--- config.mk ---
export PLATFORM = sky130hd
export DESIGN_NAME = iwd_decoder
export DESIGN_NICKNAME = d
export VERILOG_FILES = /design/src/hdl/iwd_pkg.sv /design/src/hdl/iwd_decoder.sv
export SDC_FILE = /design/constraint.sdc
export NUM_CORES = 1
export LEC_CHECK = 0
export BUFFER_PORTS_ARGS = -buffer_cell sky130_fd_sc_hd__buf_2
export CORE_MARGIN = 4
export CORE_UTILIZATION = 56
export DETAILED_ROUTE_END_ITERATION = 8
export PLACE_DENSITY = 0.89
export SLEW_MARGIN = 20
export SYNTH_ARGS = -nofsm -noshare
export SYNTH_HDL_FRONTEND = slang
export SYNTH_SLANG_ARGS = --single-unit
--- constraint.sdc ---
create_clock -name clk_sys -period 2.25 [get_ports clk_sys]
set_input_delay 0 -clock clk_sys [delete_from_list [all_inputs] [get_ports clk_sys]]
set_output_delay 0 -clock clk_sys [all_outputs]
set_load 0.01 [all_outputs]
--- src/hdl/iwd_pkg.sv ---
// Package for the instruction word decoder: field layout, formats, timing.
// Assumes a 12-bit instruction word from program memory.
package iwd_pkg;

  localparam int IWD_WORD_W = 12;
  localparam int IWD_FILE_LSB = 0;
  localparam int IWD_FILE_W = 5;
  localparam int IWD_DEST_POS = 5;
  localparam int IWD_BIT_LSB = 5;
  localparam int IWD_BIT_W = 3;
  localparam int IWD_LIT_W = 8;
  localparam int IWD_JMP_W = 9;
  localparam int IWD_PHASES = 4;
  localparam logic [1:0] IWD_PHASE_LAST = 2'h3;
  localparam logic [1:0] IWD_CYC_ONE = 2'h1;
  localparam logic [1:0] IWD_CYC_TWO = 2'h2;
  localparam logic [6:0] IWD_FILE_MAX = 7'h7f;

  typedef enum logic [1:0] {
    IWD_FMT_BYTE,
    IWD_FMT_BIT,
    IWD_FMT_LIT
  } iwd_fmt_e;

  typedef struct packed {
    iwd_fmt_e fmt;
    logic [3:0] opcode;
    logic [6:0] file_addr;
    logic dest_file;
    logic [2:0] bit_num;
    logic [7:0] bit_mask;
    logic [8:0] literal;
    logic jump_instruction;
    logic pc_change;
    logic cond_test;
  } iwd_dec_s;

  typedef struct packed {
    logic [1:0] phase;
    logic [1:0] cycles;
    logic [1:0] cyc_left;
    iwd_dec_s dec;
    logic busy;
  } iwd_state_s;

endpackage

--- src/hdl/iwd_decoder.sv ---
// Instruction word decoder: sorts each 12-bit word into a format, extracts
// operand fields and sets the instruction length in instruction cycles.
// Assumes words arrive from logic on clk_sys; one oscillator period per clock.
`timescale 1ns/10ps
module iwd_decoder (
  input wire logic clk_sys,
  input wire logic reset,
  input wire logic instr_valid,
  input wire logic [iwd_pkg::IWD_WORD_W-1:0] instr_word,
  input wire logic cond_true,
  output logic instr_ready,
  output iwd_pkg::iwd_dec_s dec_out,
  output logic dec_valid,
  output logic [1:0] exec_cycles,
  output logic [1:0] phase,
  output logic cycle_end
);
  import iwd_pkg::*;

  iwd_state_s st_q;
  iwd_state_s st_d;
  iwd_dec_s dec_c;

  // --------------------------------------------------------------------
  // Field extraction
  // --------------------------------------------------------------------
  always_comb begin
    dec_c = '0;
    dec_c.opcode = instr_word[11:8];
    // Five-bit register number; the two upper address bits stay zero
    dec_c.file_addr[6:5] = 2'h0;
    dec_c.file_addr[4:0] = instr_word[IWD_FILE_LSB +: IWD_FILE_W];
    dec_c.dest_file = instr_word[IWD_DEST_POS];
    dec_c.bit_num = instr_word[IWD_BIT_LSB +: IWD_BIT_W];
    dec_c.bit_mask = 8'h01 << dec_c.bit_num;
    if (instr_word[11:10] == 2'h0) begin
      dec_c.fmt = IWD_FMT_BYTE;
      // No bit field here; cleared so those word bits cannot leak
      dec_c.bit_num = 3'h0;
      dec_c.bit_mask = 8'h00;
      dec_c.cond_test = (instr_word[9:6] == 4'hb) ||
                        (instr_word[9:6] == 4'hf);
    end else if (instr_word[11:10] == 2'h1) begin
      dec_c.fmt = IWD_FMT_BIT;
      dec_c.dest_file = 1'b1;
      dec_c.cond_test = instr_word[9];
    end else begin
      dec_c.fmt = IWD_FMT_LIT;
      // No register operand; cleared so literal bits cannot leak
      dec_c.file_addr = 7'h00;
      dec_c.dest_file = 1'b0;
      dec_c.bit_num = 3'h0;
      dec_c.bit_mask = 8'h00;
      if (instr_word[11:9] == 3'h5) begin
        dec_c.jump_instruction = 1'b1;
        dec_c.literal = instr_word[IWD_JMP_W-1:0];
      end else begin
        dec_c.literal = {1'b0, instr_word[IWD_LIT_W-1:0]};
      end
      // Call, return and jump change the program counter
      dec_c.pc_change = (instr_word[11:10] == 2'h2);
    end
  end

  // --------------------------------------------------------------------
  // Sequencer
  // --------------------------------------------------------------------
  always_comb begin
    st_d = st_q;
    st_d.phase = st_q.phase + 2'h1;
    // Words are taken only in the last period of a cycle, and only
    // once the running word has no further cycle to spend; a word
    // offered at any other time is simply ignored
    if (st_q.phase == IWD_PHASE_LAST) begin
      if (st_q.busy && st_q.cyc_left != IWD_CYC_ONE) begin
        st_d.cyc_left = st_q.cyc_left - 2'h1;
      end else if (instr_valid) begin
        st_d.busy = 1'b1;
        st_d.dec = dec_c;
        st_d.cycles = IWD_CYC_ONE;
        if (dec_c.pc_change || (dec_c.cond_test && cond_true)) begin
          st_d.cycles = IWD_CYC_TWO;
        end
        st_d.cyc_left = st_d.cycles;
      end else begin
        // Nothing offered: fall idle
        st_d.busy = 1'b0;
        st_d.cyc_left = 2'h0;
      end
    end
  end

  always_ff @(posedge clk_sys or posedge reset) begin
    if (reset) begin
      st_q <= '0;
    end else begin
      st_q <= st_d;
    end
  end

  // --------------------------------------------------------------------
  // Outputs
  // --------------------------------------------------------------------

  assign instr_ready = (st_q.phase == IWD_PHASE_LAST) &&
                       (!st_q.busy || st_q.cyc_left == IWD_CYC_ONE);
  assign dec_out = st_q.dec;
  assign dec_valid = st_q.busy;
  assign exec_cycles = st_q.cycles;
  assign phase = st_q.phase;
  assign cycle_end = (st_q.phase == IWD_PHASE_LAST);

  // --------------------------------------------------------------------
  // Checks
  // --------------------------------------------------------------------
  a_phase_wraps: assert property (@(posedge clk_sys) disable iff (reset)
    st_q.phase == 2'h3 |=> st_q.phase == 2'h0 ##3 st_q.phase == 2'h3)
    else $error("phase does not repeat every four clocks");
  a_file_range: assert property (@(posedge clk_sys) disable iff (reset)
    dec_c.file_addr <= IWD_FILE_MAX)
    else $error("file address out of range");
  a_file_low_bits: assert property (
    @(posedge clk_sys) disable iff (reset)
    dec_c.fmt != IWD_FMT_LIT |-> dec_c.file_addr[4:0] == instr_word[4:0])
    else $error("file field not low five bits");
  a_dest_select: assert property (@(posedge clk_sys) disable iff (reset)
    dec_c.fmt == IWD_FMT_BYTE |-> dec_c.dest_file == instr_word[5])
    else $error("destination bit mismatch");
  a_bit_onehot: assert property (@(posedge clk_sys) disable iff (reset)
    dec_c.fmt == IWD_FMT_BIT |-> $onehot(dec_c.bit_mask) &&
      dec_c.bit_mask[instr_word[7:5]])
    else $error("bit mask wrong");
  a_jump_literal: assert property (
    @(posedge clk_sys) disable iff (reset)
    dec_c.jump_instruction |-> dec_c.literal == instr_word[8:0])
    else $error("jump target wrong");
  a_lit_narrow: assert property (@(posedge clk_sys) disable iff (reset)
    dec_c.fmt == IWD_FMT_LIT && !dec_c.jump_instruction |->
      dec_c.literal == {1'b0, instr_word[7:0]})
    else $error("literal wrong");
  a_fmt_one: assert property (@(posedge clk_sys) disable iff (reset)
    dec_c.fmt == (instr_word[11] ? IWD_FMT_LIT :
      (instr_word[10] ? IWD_FMT_BIT : IWD_FMT_BYTE)))
    else $error("format class wrong");
  a_two_cycles: assert property (@(posedge clk_sys) disable iff (reset)
    instr_ready && instr_valid && dec_c.pc_change |=>
      exec_cycles == 2'h2 ##4 !instr_ready [*3] ##1 instr_ready)
    else $error("jump not two cycles");
  a_opcode_top: assert property (@(posedge clk_sys) disable iff (reset)
    dec_c.opcode == instr_word[11:8])
    else $error("opcode field wrong");
  a_bit_num: assert property (@(posedge clk_sys) disable iff (reset)
    dec_c.fmt == IWD_FMT_BIT |-> dec_c.bit_num == instr_word[7:5])
    else $error("bit number field wrong");
  a_jump_pc: assert property (@(posedge clk_sys) disable iff (reset)
    dec_c.jump_instruction |-> dec_c.pc_change && dec_c.fmt == IWD_FMT_LIT)
    else $error("jump not a program counter change");
  a_lit_no_test: assert property (@(posedge clk_sys) disable iff (reset)
    dec_c.fmt == IWD_FMT_LIT |-> !dec_c.cond_test)
    else $error("literal word marked as conditional test");

  // --------------------------------------------------------------------
  // Checks: unused fields and sequencing
  // --------------------------------------------------------------------

  a_byte_unused: assert property (@(posedge clk_sys) disable iff (reset)
    dec_c.fmt == IWD_FMT_BYTE |-> dec_c.bit_mask == 8'h00 &&
      dec_c.literal == 9'h000)
    else $error("byte format leaks unused fields");
  a_bit_unused: assert property (@(posedge clk_sys) disable iff (reset)
    dec_c.fmt == IWD_FMT_BIT |-> dec_c.literal == 9'h000)
    else $error("bit format leaks literal field");
  a_lit_unused: assert property (@(posedge clk_sys) disable iff (reset)
    dec_c.fmt == IWD_FMT_LIT |-> dec_c.file_addr == 7'h00 &&
      dec_c.bit_mask == 8'h00 && !dec_c.dest_file)
    else $error("literal format leaks register fields");
  a_take_loads: assert property (@(posedge clk_sys) disable iff (reset)
    instr_ready && instr_valid |=> dec_valid && dec_out == $past(dec_c))
    else $error("decoded word not registered on take");
  a_out_holds: assert property (@(posedge clk_sys) disable iff (reset)
    !(instr_ready && instr_valid) |=> $stable(dec_out))
    else $error("decoded word changed without a take");
  a_idle_drops: assert property (@(posedge clk_sys) disable iff (reset)
    instr_ready && !instr_valid |=> !dec_valid)
    else $error("busy flag stays up with nothing taken");
  a_one_cycle: assert property (@(posedge clk_sys) disable iff (reset)
    instr_ready && instr_valid && !dec_c.pc_change &&
      !(dec_c.cond_test && cond_true) |=>
      exec_cycles == 2'h1 ##3 instr_ready)
    else $error("single cycle word not released after four clocks");
  a_skip_two: assert property (@(posedge clk_sys) disable iff (reset)
    instr_ready && instr_valid && dec_c.cond_test && cond_true |=>
      exec_cycles == 2'h2 ##3 !instr_ready)
    else $error("true test not held for two cycles");
  a_cyc_legal: assert property (@(posedge clk_sys) disable iff (reset)
    dec_valid |-> exec_cycles == IWD_CYC_ONE || exec_cycles == IWD_CYC_TWO)
    else $error("instruction length out of range");
  a_end_pulse: assert property (@(posedge clk_sys) disable iff (reset)
    cycle_end |=> !cycle_end [*3] ##1 cycle_end)
    else $error("cycle end not every fourth clock");
  a_ready_end: assert property (@(posedge clk_sys) disable iff (reset)
    instr_ready |-> cycle_end)
    else $error("word taken outside the last period");

  // --------------------------------------------------------------------
  // Coverage
  // --------------------------------------------------------------------

  c_byte: cover property (@(posedge clk_sys) disable iff (reset)
    instr_ready && instr_valid && dec_c.fmt == IWD_FMT_BYTE);
  c_skip: cover property (@(posedge clk_sys) disable iff (reset)
    instr_ready && instr_valid && dec_c.cond_test && cond_true);
  c_jump: cover property (@(posedge clk_sys) disable iff (reset)
    instr_ready && instr_valid && dec_c.jump_instruction);
  c_bit: cover property (@(posedge clk_sys) disable iff (reset)
    instr_ready && instr_valid && dec_c.fmt == IWD_FMT_BIT);
  c_back_to_back: cover property (@(posedge clk_sys) disable iff (reset)
    instr_ready && instr_valid ##4 instr_ready && instr_valid);

endmodule

==> impl_results.md, run 1 <==
- Final slew viol count: 0
- Dpl ws: 422 ps
- Worst R2R Setup Slack: 410 ps
- Unrepaired setup endpoints after global routing: false
- Average wire per standard cell: 15.2 um
- Worst setup startpoint: phase[0]$_DFF_PP0_
- FF-to-FF End: dec_out[0]$_DFFE_PP0P_
- Leading cell type by number of instances after synthesis: dfrtp_1
- Max clock buf depth: 2
- F_max: 0.543 GHz
- Drt initial violations: 100
- Hpwl dp: 2820 um
- Initial Util: 58.2%
- Non-Filler Instances: 266
- Area grow syn2layout: 7.46%
- Placed insts: 251
- Final Hold Viols: 0
- First-pass GRT wire length: 6700 um
- Ys Warns: 0
- Hold WC Path Type: input port to register
- Setup violations, final: 0
- CTS Sinks: 42
- Die width: 69.7 um
- Unique cell type count in the Yosys netlist: 34
- RR Startpoint: phase[0]$_DFF_PP0_
- Critical path arrival: 2030 ps
- Final Skew: 7.83 ps
- NumNets Final: 236
- Met1 wire length: 1810 um
- Fill count: 295
- CTS buffer count: 5
- Req. time, crit path: 2430 ps
- Slew @ Worst Pin: 726 ps
- Setup TNS: 0 ps
- Via count: 1371
- Vias in the first global route: 1386
- Max-slew headroom: 51.3%
- Power Density: 973 nW/um2
- Total power: 2.23 mW
- Diode count: 0
- Final min period: 1840 ps
- Met2 wire len: 1910 um
- Post-synth ARST share: 100%
- Die height: 69.7 um
- Register area: 1050 um2
- Initial antenna violation count: 0
- Vias per cell: 5.15
- Worst-path clk slew: 80 ps
- Run status: completed
- Setup ws final: 408 ps
- Synth Flop Type: dfrtp_1
- Post-synth top cells: 42 x dfrtp_1, 41 x buf_4, 32 x o21ai_0
- Cell leakage power: 1.20 nW
- Register area share after synthesis: 49.3%
- Yosys top cell area share: 49.3%
- Routability Congestion: 0.827
- DR pass1 iterations: 4
- CTS tree: done
- CTS resizes: 0
- Setup CP Type: register to register
- Total Die Area: 4860 um2
- Reg2Reg Depth: 5
- Uppermost layer routed: met4
- Final core occ: 62.5%
- Critical Path Sink: dec_out[0]$_DFFE_PP0P_
- Mapped Cells: 193
- Multi-input gate area: 693 um2
- Antenna viol nets, final: 0
- #FFs+latches synth: 42
- Total congestion overflow: 0
- Cell area after synthesis: 2130 um2
- Top-level port count: 60
- Row cnt: 22
- Drt total wl: 4040 um
- Clock Latency Late Sink: 290 ps
- Fraction of layout cells with a size suffix above 1: 37.6%
- Drt drc: 0
- EDFF count, synth: 0
- Final period util: 81.9%
- Port buffer count: 57
- Top post-synthesis cells by area: dfrtp_1 49%, buf_4 14%, o21ai_0 7.5%
- CP max FO: 24
- Startpoint types: register
- Synthesized area per cell: 11.0 um2
- Core box area: 3660 um2
- VDD IR max: 0.000691 V
- Root buf cell: clkbuf_8
- Max_cap viols: 0
- GRT Total Usage: 17.4%
- Met3 wire length: 230 um
- H-Tree Depth: 2
- CP endpoint kind: register
- Yosys top cell by area: dfrtp_1
- Largest net degree at the start of global routing: 25
## layout make-up
| cell class | instances | area share [%] |
|---|---|---|
| clock buffer | 5 | 3.01 |
| multi-input combinational | 96 | 30.3 |
| sequential | 42 | 45.9 |
| clock inverter | 2 | 0.437 |
| tap | 48 | 2.62 |
| inverter | 5 | 0.820 |
| timing repair buffer | 68 | 16.9 |
## power breakdown
part,leakage (nW),total (mW),switching [mW],internal [mW]
sequential,0.544,1.07,0.115,0.958
clock,0.0438,0.456,0.247,0.208
combinational,0.612,0.698,0.376,0.322
total,1.20,2.23,0.739,1.49
## worst min path at each step
stage,slack [ps],cells after the start,to,start
2_1_floorplan,130,1,dec_out[20]$_DFFE_PP0P_,instr_word[5]
3_3_place_gp,60,2,phase[0]$_DFF_PP0_,reset
3_5_place_dp,70,2,phase[0]$_DFF_PP0_,reset
4_1_cts,9,2,dec_out[33]$_DFFE_PP0P_,instr_word[10]
5_1_grt,9,2,dec_out[33]$_DFFE_PP0P_,instr_word[10]
6_report,10,2,dec_out[33]$_DFFE_PP0P_,instr_word[10]
## through the flow
| step | cell area (um2) | hold WS [ps] |
|---|---|---|
| after floorplan | 2130 | 133 |
| after global placement | 2130 | 64.2 |
| after detailed placement | 2130 | 69.2 |
| after CTS | 2290 | 9.06 |
| after global routing | 2290 | 8.75 |
| final | 2290 | 12.3 |
## sequential cells by signal (all words and copies together) (netlist names)
| name | flops |
|---|---|
| exec_cycles | 2 |
| dec_out | 35 |
| phase | 2 |
| dec_valid | 1 |
| st_q | 2 |
## worst max-delay path, stage by stage (launching register included)
cell and delay (ps):
dfrtp_1 380, ha_1 290, and2_2 200, nand2_2 290
buf_4 290, o41ai_2 280
## cell usage in the layout, fill, tap and decap left out, types with 2 or more instances in the layout
cell,n
a21o_1,3
a22o_1,9
a32o_1,2
and2_2,2
buf_2,57
buf_4,3
clkbuf_8,5
clkinv_2,2
conb_1,2
dfrtp_1,42
dlygate4sd3_1,8
ha_1,2
inv_1,4
mux2_4,6
nand2_1,8
nand2_2,2
nand2b_1,7
nor2_1,3
nor2b_1,3
o21ai_0,32
## per-layer routing
layer,track usage (%),up-vias
li1,-,668
met1,23.1,655
met2,26.8,40
met3,5.07,8
met4,7.23,0
met5,0,-
## cell families after synthesis
kind of cell | Yosys count | share of synthesized area [%]
buffers and inverters | 56 | 18.3
muxes | 7 | 4.70
DFF | 42 | 49.3
other | 1 | 0.176
adders and majority gates | 2 | 1.17
AOI/OAI and AO/OA | 53 | 16.0
xor gates and xnor gates | 1 | 0.411
and+or+nand+nor | 31 | 9.92
## what timing repair did
action | in CTS | in global routing
setup endpoints to repair | 0 | 0
buffers inserted | 0 | 0
hold buffers | 8 | 0
hold endpoints to repair | 33 | 0
Note: power is estimated with default switching activity, not from simulation.
==> run 2: changes to the inputs <==
--- a/config.mk
+++ b/config.mk
@@ -5,11 +5,12 @@
 export SDC_FILE = /design/constraint.sdc
 export NUM_CORES = 1
 export LEC_CHECK = 0
+export ABC_AREA = 1
 export BUFFER_PORTS_ARGS = -buffer_cell sky130_fd_sc_hd__buf_2
 export CORE_MARGIN = 4
-export CORE_UTILIZATION = 56
+export CORE_UTILIZATION = 47
 export DETAILED_ROUTE_END_ITERATION = 8
-export PLACE_DENSITY = 0.89
+export PLACE_DENSITY = 0.8
 export SLEW_MARGIN = 20
 export SYNTH_ARGS = -nofsm -noshare
 export SYNTH_HDL_FRONTEND = slang
==> constraint.sdc (replaced) <==
create_clock -name clk_sys -period 1.6 [get_ports clk_sys]
set_input_delay 0 -clock clk_sys [delete_from_list [all_inputs] [get_ports clk_sys]]
set_output_delay 0 -clock clk_sys [all_outputs]
set_load 0.01 [all_outputs]
==> run 2 against run 1 <==
Against the previous run:
- final cell count rose by 22%
- die area rose by 18%
- via count rose by 14%
- global-route usage fell by 1.4 points
- register-to-register slack got worse by 270 ps
- sequential share of layout area fell by 1.5 points
- non-clock buffer count rose by 1
- synthesized area rose by 0.94%
- clock power rose by 79%
- utilization fell by 8.6 points
- largest cell class unchanged
- critical endpoint is now dec_out[23]$_DFFE_PP0P_
- sequential cell count did not move
- first-iteration DRC count fell by 41%
==> impl_results.md, run 2 <==
- Run status: completed
- #FFs+latches synth: 42 (unchanged)
- Power Density: 1370 nW/um2 (+40%)
- Worst setup startpoint: phase[0]$_DFF_PP0_
- Drt total wl: 4220 um (+4.4%)
- Commonest cells after routing, fill and taps aside: 79 x nand2_1, 57 x buf_2, 42 x dfrtp_1
- P_int: 2.20 mW (+48%)
- Mapped Cells: 247 (+28%)
- Slowest cell on crit path: dfrtp_1
- Max stage delay on crit path: 390 ps (about the same)
- Sequential share of power: 46.7% (-1.5 points)
- NumNets Final: 290 (+23%)
- Row cnt: 24 (+9.1%)
- Clock Latency Late Sink: 290 ps (about the same)
- Final slew viol count: 0 (unchanged)
- CTS buffer count: 5 (unchanged)
- Register area share after synthesis: 48.9% (-0.46 points)
- Drt drc: 0 (unchanged)
- GRT Total Usage: 16.1% (-1.4 points)
- Port buffer count: 57 (unchanged)
- EDFF count, synth: 0 (unchanged)
- Cell area after synthesis: 2150 um2 (+0.94%)
- Total Die Area: 5720 um2 (+18%)
- Final min period: 1460 ps (-383 ps)
- Fraction of layout cells with a size suffix above 1: 30.4% (-7.2 points)
- Vias in the first global route: 1483 (+7.0%)
- Diode count: 0 (unchanged)
- Final Hold Viols: 0 (unchanged)
- Synth Flop Type: dfrtp_1
- First-pass GRT wire length: 6910 um (+3.1%)
- Setup CP Type: register to register
- Total congestion overflow: 0 (unchanged)
- H-Tree Depth: 2 (unchanged)
- Top-level port count: 60 (unchanged)
- F_max: 0.685 GHz (+26%)
- Hold Startpoint: instr_word[9]
- Hold Path Depth: 3 (+1)
- Initial Util: 49.1% (-9.1 points)
- Hold WC Path Type: input port to register
- Slew @ Worst Pin: 529 ps (-197 ps)
- Worst-path clk slew: 80 ps (about the same)
- Commonest non-fill, non-tap cell in the layout: nand2_1
- Yosys top cell by area: dfrtp_1
- Leading cell type by number of instances after synthesis: nand2_1
- Unique cell type count in the Yosys netlist: 19 (-44%)
- Hpwl dp: 3000 um (+6.5%)
- RR Startpoint: phase[0]$_DFF_PP0_
- Crit path cell chain: ha_2 -> inv_2 -> nor2_4 -> nand2_4 -> buf_12 -> nand2_1 -> o21ai_2
- Via count: 1561 (+14%)
- Startpoint types: register
- Die width: 75.6 um (+8.6%)
- Top post-synthesis cells by area: dfrtp_1 49%, buf_4 15%, nand2_1 14%
- Antenna viol nets, final: 0 (unchanged)
- Root buf cell: clkbuf_8
- Drt initial violations: 59 (-41%)
- Post-CTS Setup Inserts: 0 (unchanged)
- Switching share of power: 31.7% (-1.4 points)
- Cell leakage power: 1.37 nW (+14%)
- CTS tree: done
- Vias per cell: 4.80 (-6.8%)
- Logic pwr share: 28.0% (-3.4 points)
- Setup violations, final: 0 (unchanged)
- Max reg flops: 35 (unchanged)
- Switching power of the nets: 1.03 mW (+39%)
- Unrepaired setup endpoints after global routing: false
- Initial antenna violation count: 0 (unchanged)
- Largest net degree at the start of global routing: 43 (+72%)
- Post-synth ARST share: 100% (unchanged)
- Clock power share: 25.2% (+4.7 points)
- Max_cap viols: 0 (unchanged)
- Final period util: 91.2% (+9.3 points)
- Yosys top cell area share: 48.9% (-0.46 points)
- CP endpoint kind: register
- Max clock buf depth: 2 (unchanged)
- CP max FO: 18 (-25%)
- Req. time, crit path: 1780 ps (-650 ps)
- Critical path arrival: 1640 ps (-390 ps)
- Average wire per standard cell: 13.0 um (-15%)
- Area grow syn2layout: 10.0%
- Max-slew headroom: 64.7% (+13 points)
- Ys Warns: 0 (unchanged)
- CTS Sinks: 42 (unchanged)
- Routability Congestion: 0.891 (+7.8%)
- Final Skew: 7.87 ps (+0.0322 ps)
- Post-synth top cells: 79 x nand2_1, 43 x buf_4, 42 x dfrtp_1
- Setup TNS: 0 ps (unchanged)
- Core box area: 4380 um2 (+20%)
- Reg2Reg Depth: 7 (+2)
- Synthesized area per cell: 8.71 um2 (-21%)
- VDD IR max: 0.000609 V (-12%)
- Total power: 3.23 mW (+45%)
- Die height: 75.6 um (+8.6%)
- DR pass1 iterations: 5 (+1)
==> run 2: critical path, delay by kind of cell, from the launching register on <==
kind	cells	cell delay (ps)
flops	1	390
simple gates	3	380
compound gates	1	50
fa+ha+maj	1	250
buf+inv	2	280
==> run 2: worst paths after layout <==
| path | end | slack, ps |
|---|---|---|
| worst max-delay path | dec_out[23]$_DFFE_PP0P_ | 140 |
| worst min-delay path | dec_out[32]$_DFFE_PP0P_ | 20 |
| worst max register to register | dec_out[23]$_DFFE_PP0P_ | 140 |
| worst min register to register | phase[0]$_DFF_PP0_ | 470 |
| max in group asynchronous | dec_out[32]$_DFFE_PP0P_ | 860 |
| min in group asynchronous | dec_out[5]$_DFFE_PP0P_ | 380 |
==> run 2: kinds of logic (layout without fill, tap and decap cells) <==
group,count (synthesis),count (layout),synth area share [%]
xor+xnor,1,1,0.407
other cells,1,2,0.174
fa+ha+maj,2,2,1.16
flops,42,42,48.9
buf+inv,65,90,20.7
simple gates,124,124,24.5
compound gates,12,12,4.19
==> run 2: through the flow <==
stage          setup slack (ps)  util (%)  instance area (um2)  hold WS [ps]  std cells
3_5_place_dp                122      49.8                 2180           160        310
2_1_floorplan               190         -                 2150           117        248
6_report                    141      54.0                 2370          17.1        325
5_1_grt                    27.7      54.0                 2370          39.3        325
4_1_cts                     107      53.9                 2360          14.4        325
3_3_place_gp                186      49.8                 2180           154        310
==> run 2: layer usage <==
metal  share of wire, %  GRT usage, %
met4                1.7          5.63
met1                 45          21.4
met5                  0             0
met3                5.4          4.09
met2                 48          25.5
==> run 2: power by group through the flow <==
stage | Combinational, mW | Sequential [mW] | Clock (mW)
2_1_floorplan | 0.893 | 1.50 | 0
3_3_place_gp | 0.877 | 1.53 | 0
3_5_place_dp | 0.902 | 1.53 | 0
4_1_cts | 0.919 | 1.51 | 0.835
5_1_grt | 1.03 | 1.54 | 0.869
6_report | 0.905 | 1.51 | 0.815
==> run 2: cell type report <==
type / instances / area, um2
fillers: 410 / 2020
inverters: 13 / 48.8
well taps: 52 / 65.1
multi-input cells: 141 / 664
flip-flops and latches: 42 / 1050
clock inverters: 1 / 30.0
repair buffers: 69 / 430
clock buffers: 7 / 76.3
==> run 2: what timing repair did <==
action                     in CTS  in global routing
setup endpoints to repair       0                  8
hold endpoints to repair       54                  0
resized for setup               0                  2
hold buffers                    7                  0
==> run 3: changes to the inputs <==
--- a/config.mk
+++ b/config.mk
@@ -5,13 +5,12 @@
 export SDC_FILE = /design/constraint.sdc
 export NUM_CORES = 1
 export LEC_CHECK = 0
-export ABC_AREA = 1
 export BUFFER_PORTS_ARGS = -buffer_cell sky130_fd_sc_hd__buf_2
 export CORE_MARGIN = 4
 export CORE_UTILIZATION = 47
 export DETAILED_ROUTE_END_ITERATION = 8
 export PLACE_DENSITY = 0.8
-export SLEW_MARGIN = 20
+export SLEW_MARGIN = 30
 export SYNTH_ARGS = -nofsm -noshare
 export SYNTH_HDL_FRONTEND = slang
 export SYNTH_SLANG_ARGS = --single-unit
==> run 3 against run 2 <==
Against the previous run:
- power increased by 0.78%
- die area fell by 0.83%
- utilization grew 1.0 points
- combinational power grew 15%
- critical path depth down 2
- final area increased by 1.9%
- fmax is 5.2% lower
- worst hold slack gained 5.5 ps
- clock power down 14%
- sequential cell count unchanged
- non-clock buffer count is 6 higher
- largest power group unchanged
==> impl_results.md, run 3 (synthesis gave the netlist of run 1 again) <==
- Row cnt: 24 (unchanged)
- F_max: 0.650 GHz (-5.2%)
- Port buffer count: 57 (unchanged)
- Final min period: 1540 ps (+79.7 ps)
- Commonest cells after routing, fill and taps aside: 57 x buf_2, 42 x dfrtp_1, 31 x o21ai_0
- Final Hold Viols: 0 (unchanged)
- Startpoint types: register
- Fraction of layout cells with a size suffix above 1: 40.3% (+9.9 points)
- Power Density: 1350 nW/um2 (-1.0%)
- VDD IR max: 0.000565 V (-7.2%)
- Average wire per standard cell: 15.9 um (+22%)
- Final slew viol count: 0 (unchanged)
- CP max FO: 15 (-3)
- CTS Sinks: 42 (unchanged)
- Unrepaired setup endpoints after global routing: false
- Total power: 3.26 mW (+0.78%)
- Die height: 75.3 um (-0.42%)
- Post-CTS Setup Inserts: 0 (unchanged)
- Root buf cell: clkbuf_8
- Max_cap viols: 0 (unchanged)
- Setup CP Type: register to register
- Area grow syn2layout: 13.1%
- CTS buffer count: 5 (unchanged)
- Final period util: 96.2% (+5.0 points)
- Drt total wl: 4420 um (+4.7%)
- Routability Congestion: 0.801 (-10%)
- Antenna viol nets, final: 0 (unchanged)
- Top-level port count: 60 (unchanged)
- Diode count: 0 (unchanged)
- First-pass GRT wire length: 6870 um (-0.49%)
- Worst R2R Setup Slack: 60 ps (-80 ps)
- NumNets Final: 243 (-16%)
- GRT Total Usage: 16.4% (+0.34 points)
- Final Skew: 6.55 ps (-1.31 ps)
- Hpwl dp: 3200 um (+6.9%)
- Vias per cell: 5.15 (+7.3%)
- Run status: completed
- Hold Startpoint: instr_word[6]
- Max reg flops: 35 (unchanged)
- Initial antenna violation count: 0 (unchanged)
- Crit path cell chain: ha_1 -> nand2b_2 -> nand2_4 -> buf_12 -> mux2_4
- Total Die Area: 5670 um2 (-0.83%)
- Placed insts: 261 (-16%)
- Core box area: 4380 um2 (unchanged)
- Max clock buf depth: 2 (unchanged)
- Via count: 1433 (-8.2%)
- Slowest cell on crit path: dfrtp_1
- FF-to-FF End: dec_out[31]$_DFFE_PP0P_
- Die width: 75.3 um (-0.42%)
- Total congestion overflow: 0 (unchanged)
- Setup violations, final: 0 (unchanged)
- DR pass1 iterations: 4 (-1)
- RR Startpoint: st_q[38]$_DFFE_PP0P_
- Non-Filler Instances: 278 (-14%)
- Drt drc: 0 (unchanged)
- Hold Path Depth: 3 (unchanged)
- H-Tree Depth: 2 (unchanged)
- Vias in the first global route: 1370 (-7.6%)
- Setup TNS: 0 ps (unchanged)
- Hold WC Path Type: input port to register
- Cell leakage power: 1.27 nW (-7.6%)
- Hold EP: dec_out[9]$_DFFE_PP0P_
- Req. time, crit path: 1780 ps (about the same)
- Commonest non-fill, non-tap cell in the layout: buf_2
- CTS tree: done
- Largest net degree at the start of global routing: 26 (-40%)
- CP endpoint kind: register
- Max stage delay on crit path: 390 ps (about the same)
- Drt initial violations: 74 (+25%)
- Fill count: 385 (-6.1%)
- Final hold slack: 22.6 ps (+5.53 ps)
- Critical path arrival: 1720 ps (+80 ps)
- Initial Util: 48.6% (-0.46 points)
- Clock Latency Late Sink: 290 ps (about the same)
- Reg2Reg Depth: 5 (-2)
- Worst-path clk slew: 80 ps (about the same)
==> run 3: cell count changes in the layout (fill, tap and decap cells not counted), sizes merged, moves of 7 or more <==
cell    before  now
nor2        12    3
nand2       80   10
nand3       28    0
o21ai       11   33
a22o         0    9
nand2b       0    7
inv         13    5
==> run 3: where the power goes <==
group / switching [mW] / internal [mW]
clock: 0.352 / 0.348
sequential: 0.169 / 1.35
combinational: 0.542 / 0.497
==> run 3: how the worst max path moves through the flow <==
stage | endpoint | cells after the start | start
2_1_floorplan | dec_out[1]$_DFFE_PP0P_ | 5 | phase[0]$_DFF_PP0_
3_3_place_gp | exec_cycles[0]$_DFFE_PP0P_ | 5 | st_q[38]$_DFFE_PP0P_
4_1_cts | exec_cycles[0]$_DFFE_PP0P_ | 5 | st_q[38]$_DFFE_PP0P_
5_1_grt | dec_out[18]$_DFFE_PP0P_ | 5 | phase[0]$_DFF_PP0_
6_report | dec_out[31]$_DFFE_PP0P_ | 5 | st_q[38]$_DFFE_PP0P_
3_5_place_dp | exec_cycles[0]$_DFFE_PP0P_ | 5 | st_q[38]$_DFFE_PP0P_
==> run 3: through the flow <==
step / setup slack (ps) / util, % / area, um2
finish: 61.3 / 55.0 / 2410
global placement: 95.8 / 50.3 / 2210
floorplan: 65.3 / - / 2130
global route: 4.95 / 55.0 / 2410
CTS: 43.2 / 54.0 / 2370
detailed placement: 55.6 / 50.3 / 2210
==> run 3: final cells by class <==
cell class / count / area (um2) / share of cell area [%]
flip-flops and latches: 42 / 1050 / 43.6
multi-input cells: 96 / 701 / 29.1
repair buffers: 75 / 483 / 20.0
clock buffers: 7 / 86.3 / 3.58
well taps: 52 / 65.1 / 2.70
inverters: 5 / 18.8 / 0.779
clock inverters: 1 / 5.00 / 0.208
==> run 3: worst max-delay path, delay by kind of cell (launching register included) <==
family,cells,cell delay (ps)
AND/OR/NAND/NOR,2,340
flip-flops,1,390
adder cells (fa/ha/maj),1,240
multiplexers,1,310
buffers and inverters,1,150
==> run 3: layer usage <==
layer | up-vias | part of all wire (%) | global-route usage [%] | routed length (um)
met5 | - | 0 | 0 | 0
met2 | 43 | 48 | 26.1 | 2130
li1 | 678 | - | - | -
met3 | 7 | 6.5 | 4.88 | 288
met1 | 705 | 44 | 21.9 | 1960
met4 | 0 | 1.0 | 4.66 | 46
==> run 3: repair_timing <==
item / in CTS / in global routing
endpoints found under the hold margin: 28 / 1
endpoints found under the setup margin: 0 / 3
hold buffers: 7 / 1
gates resized for setup: 0 / 3
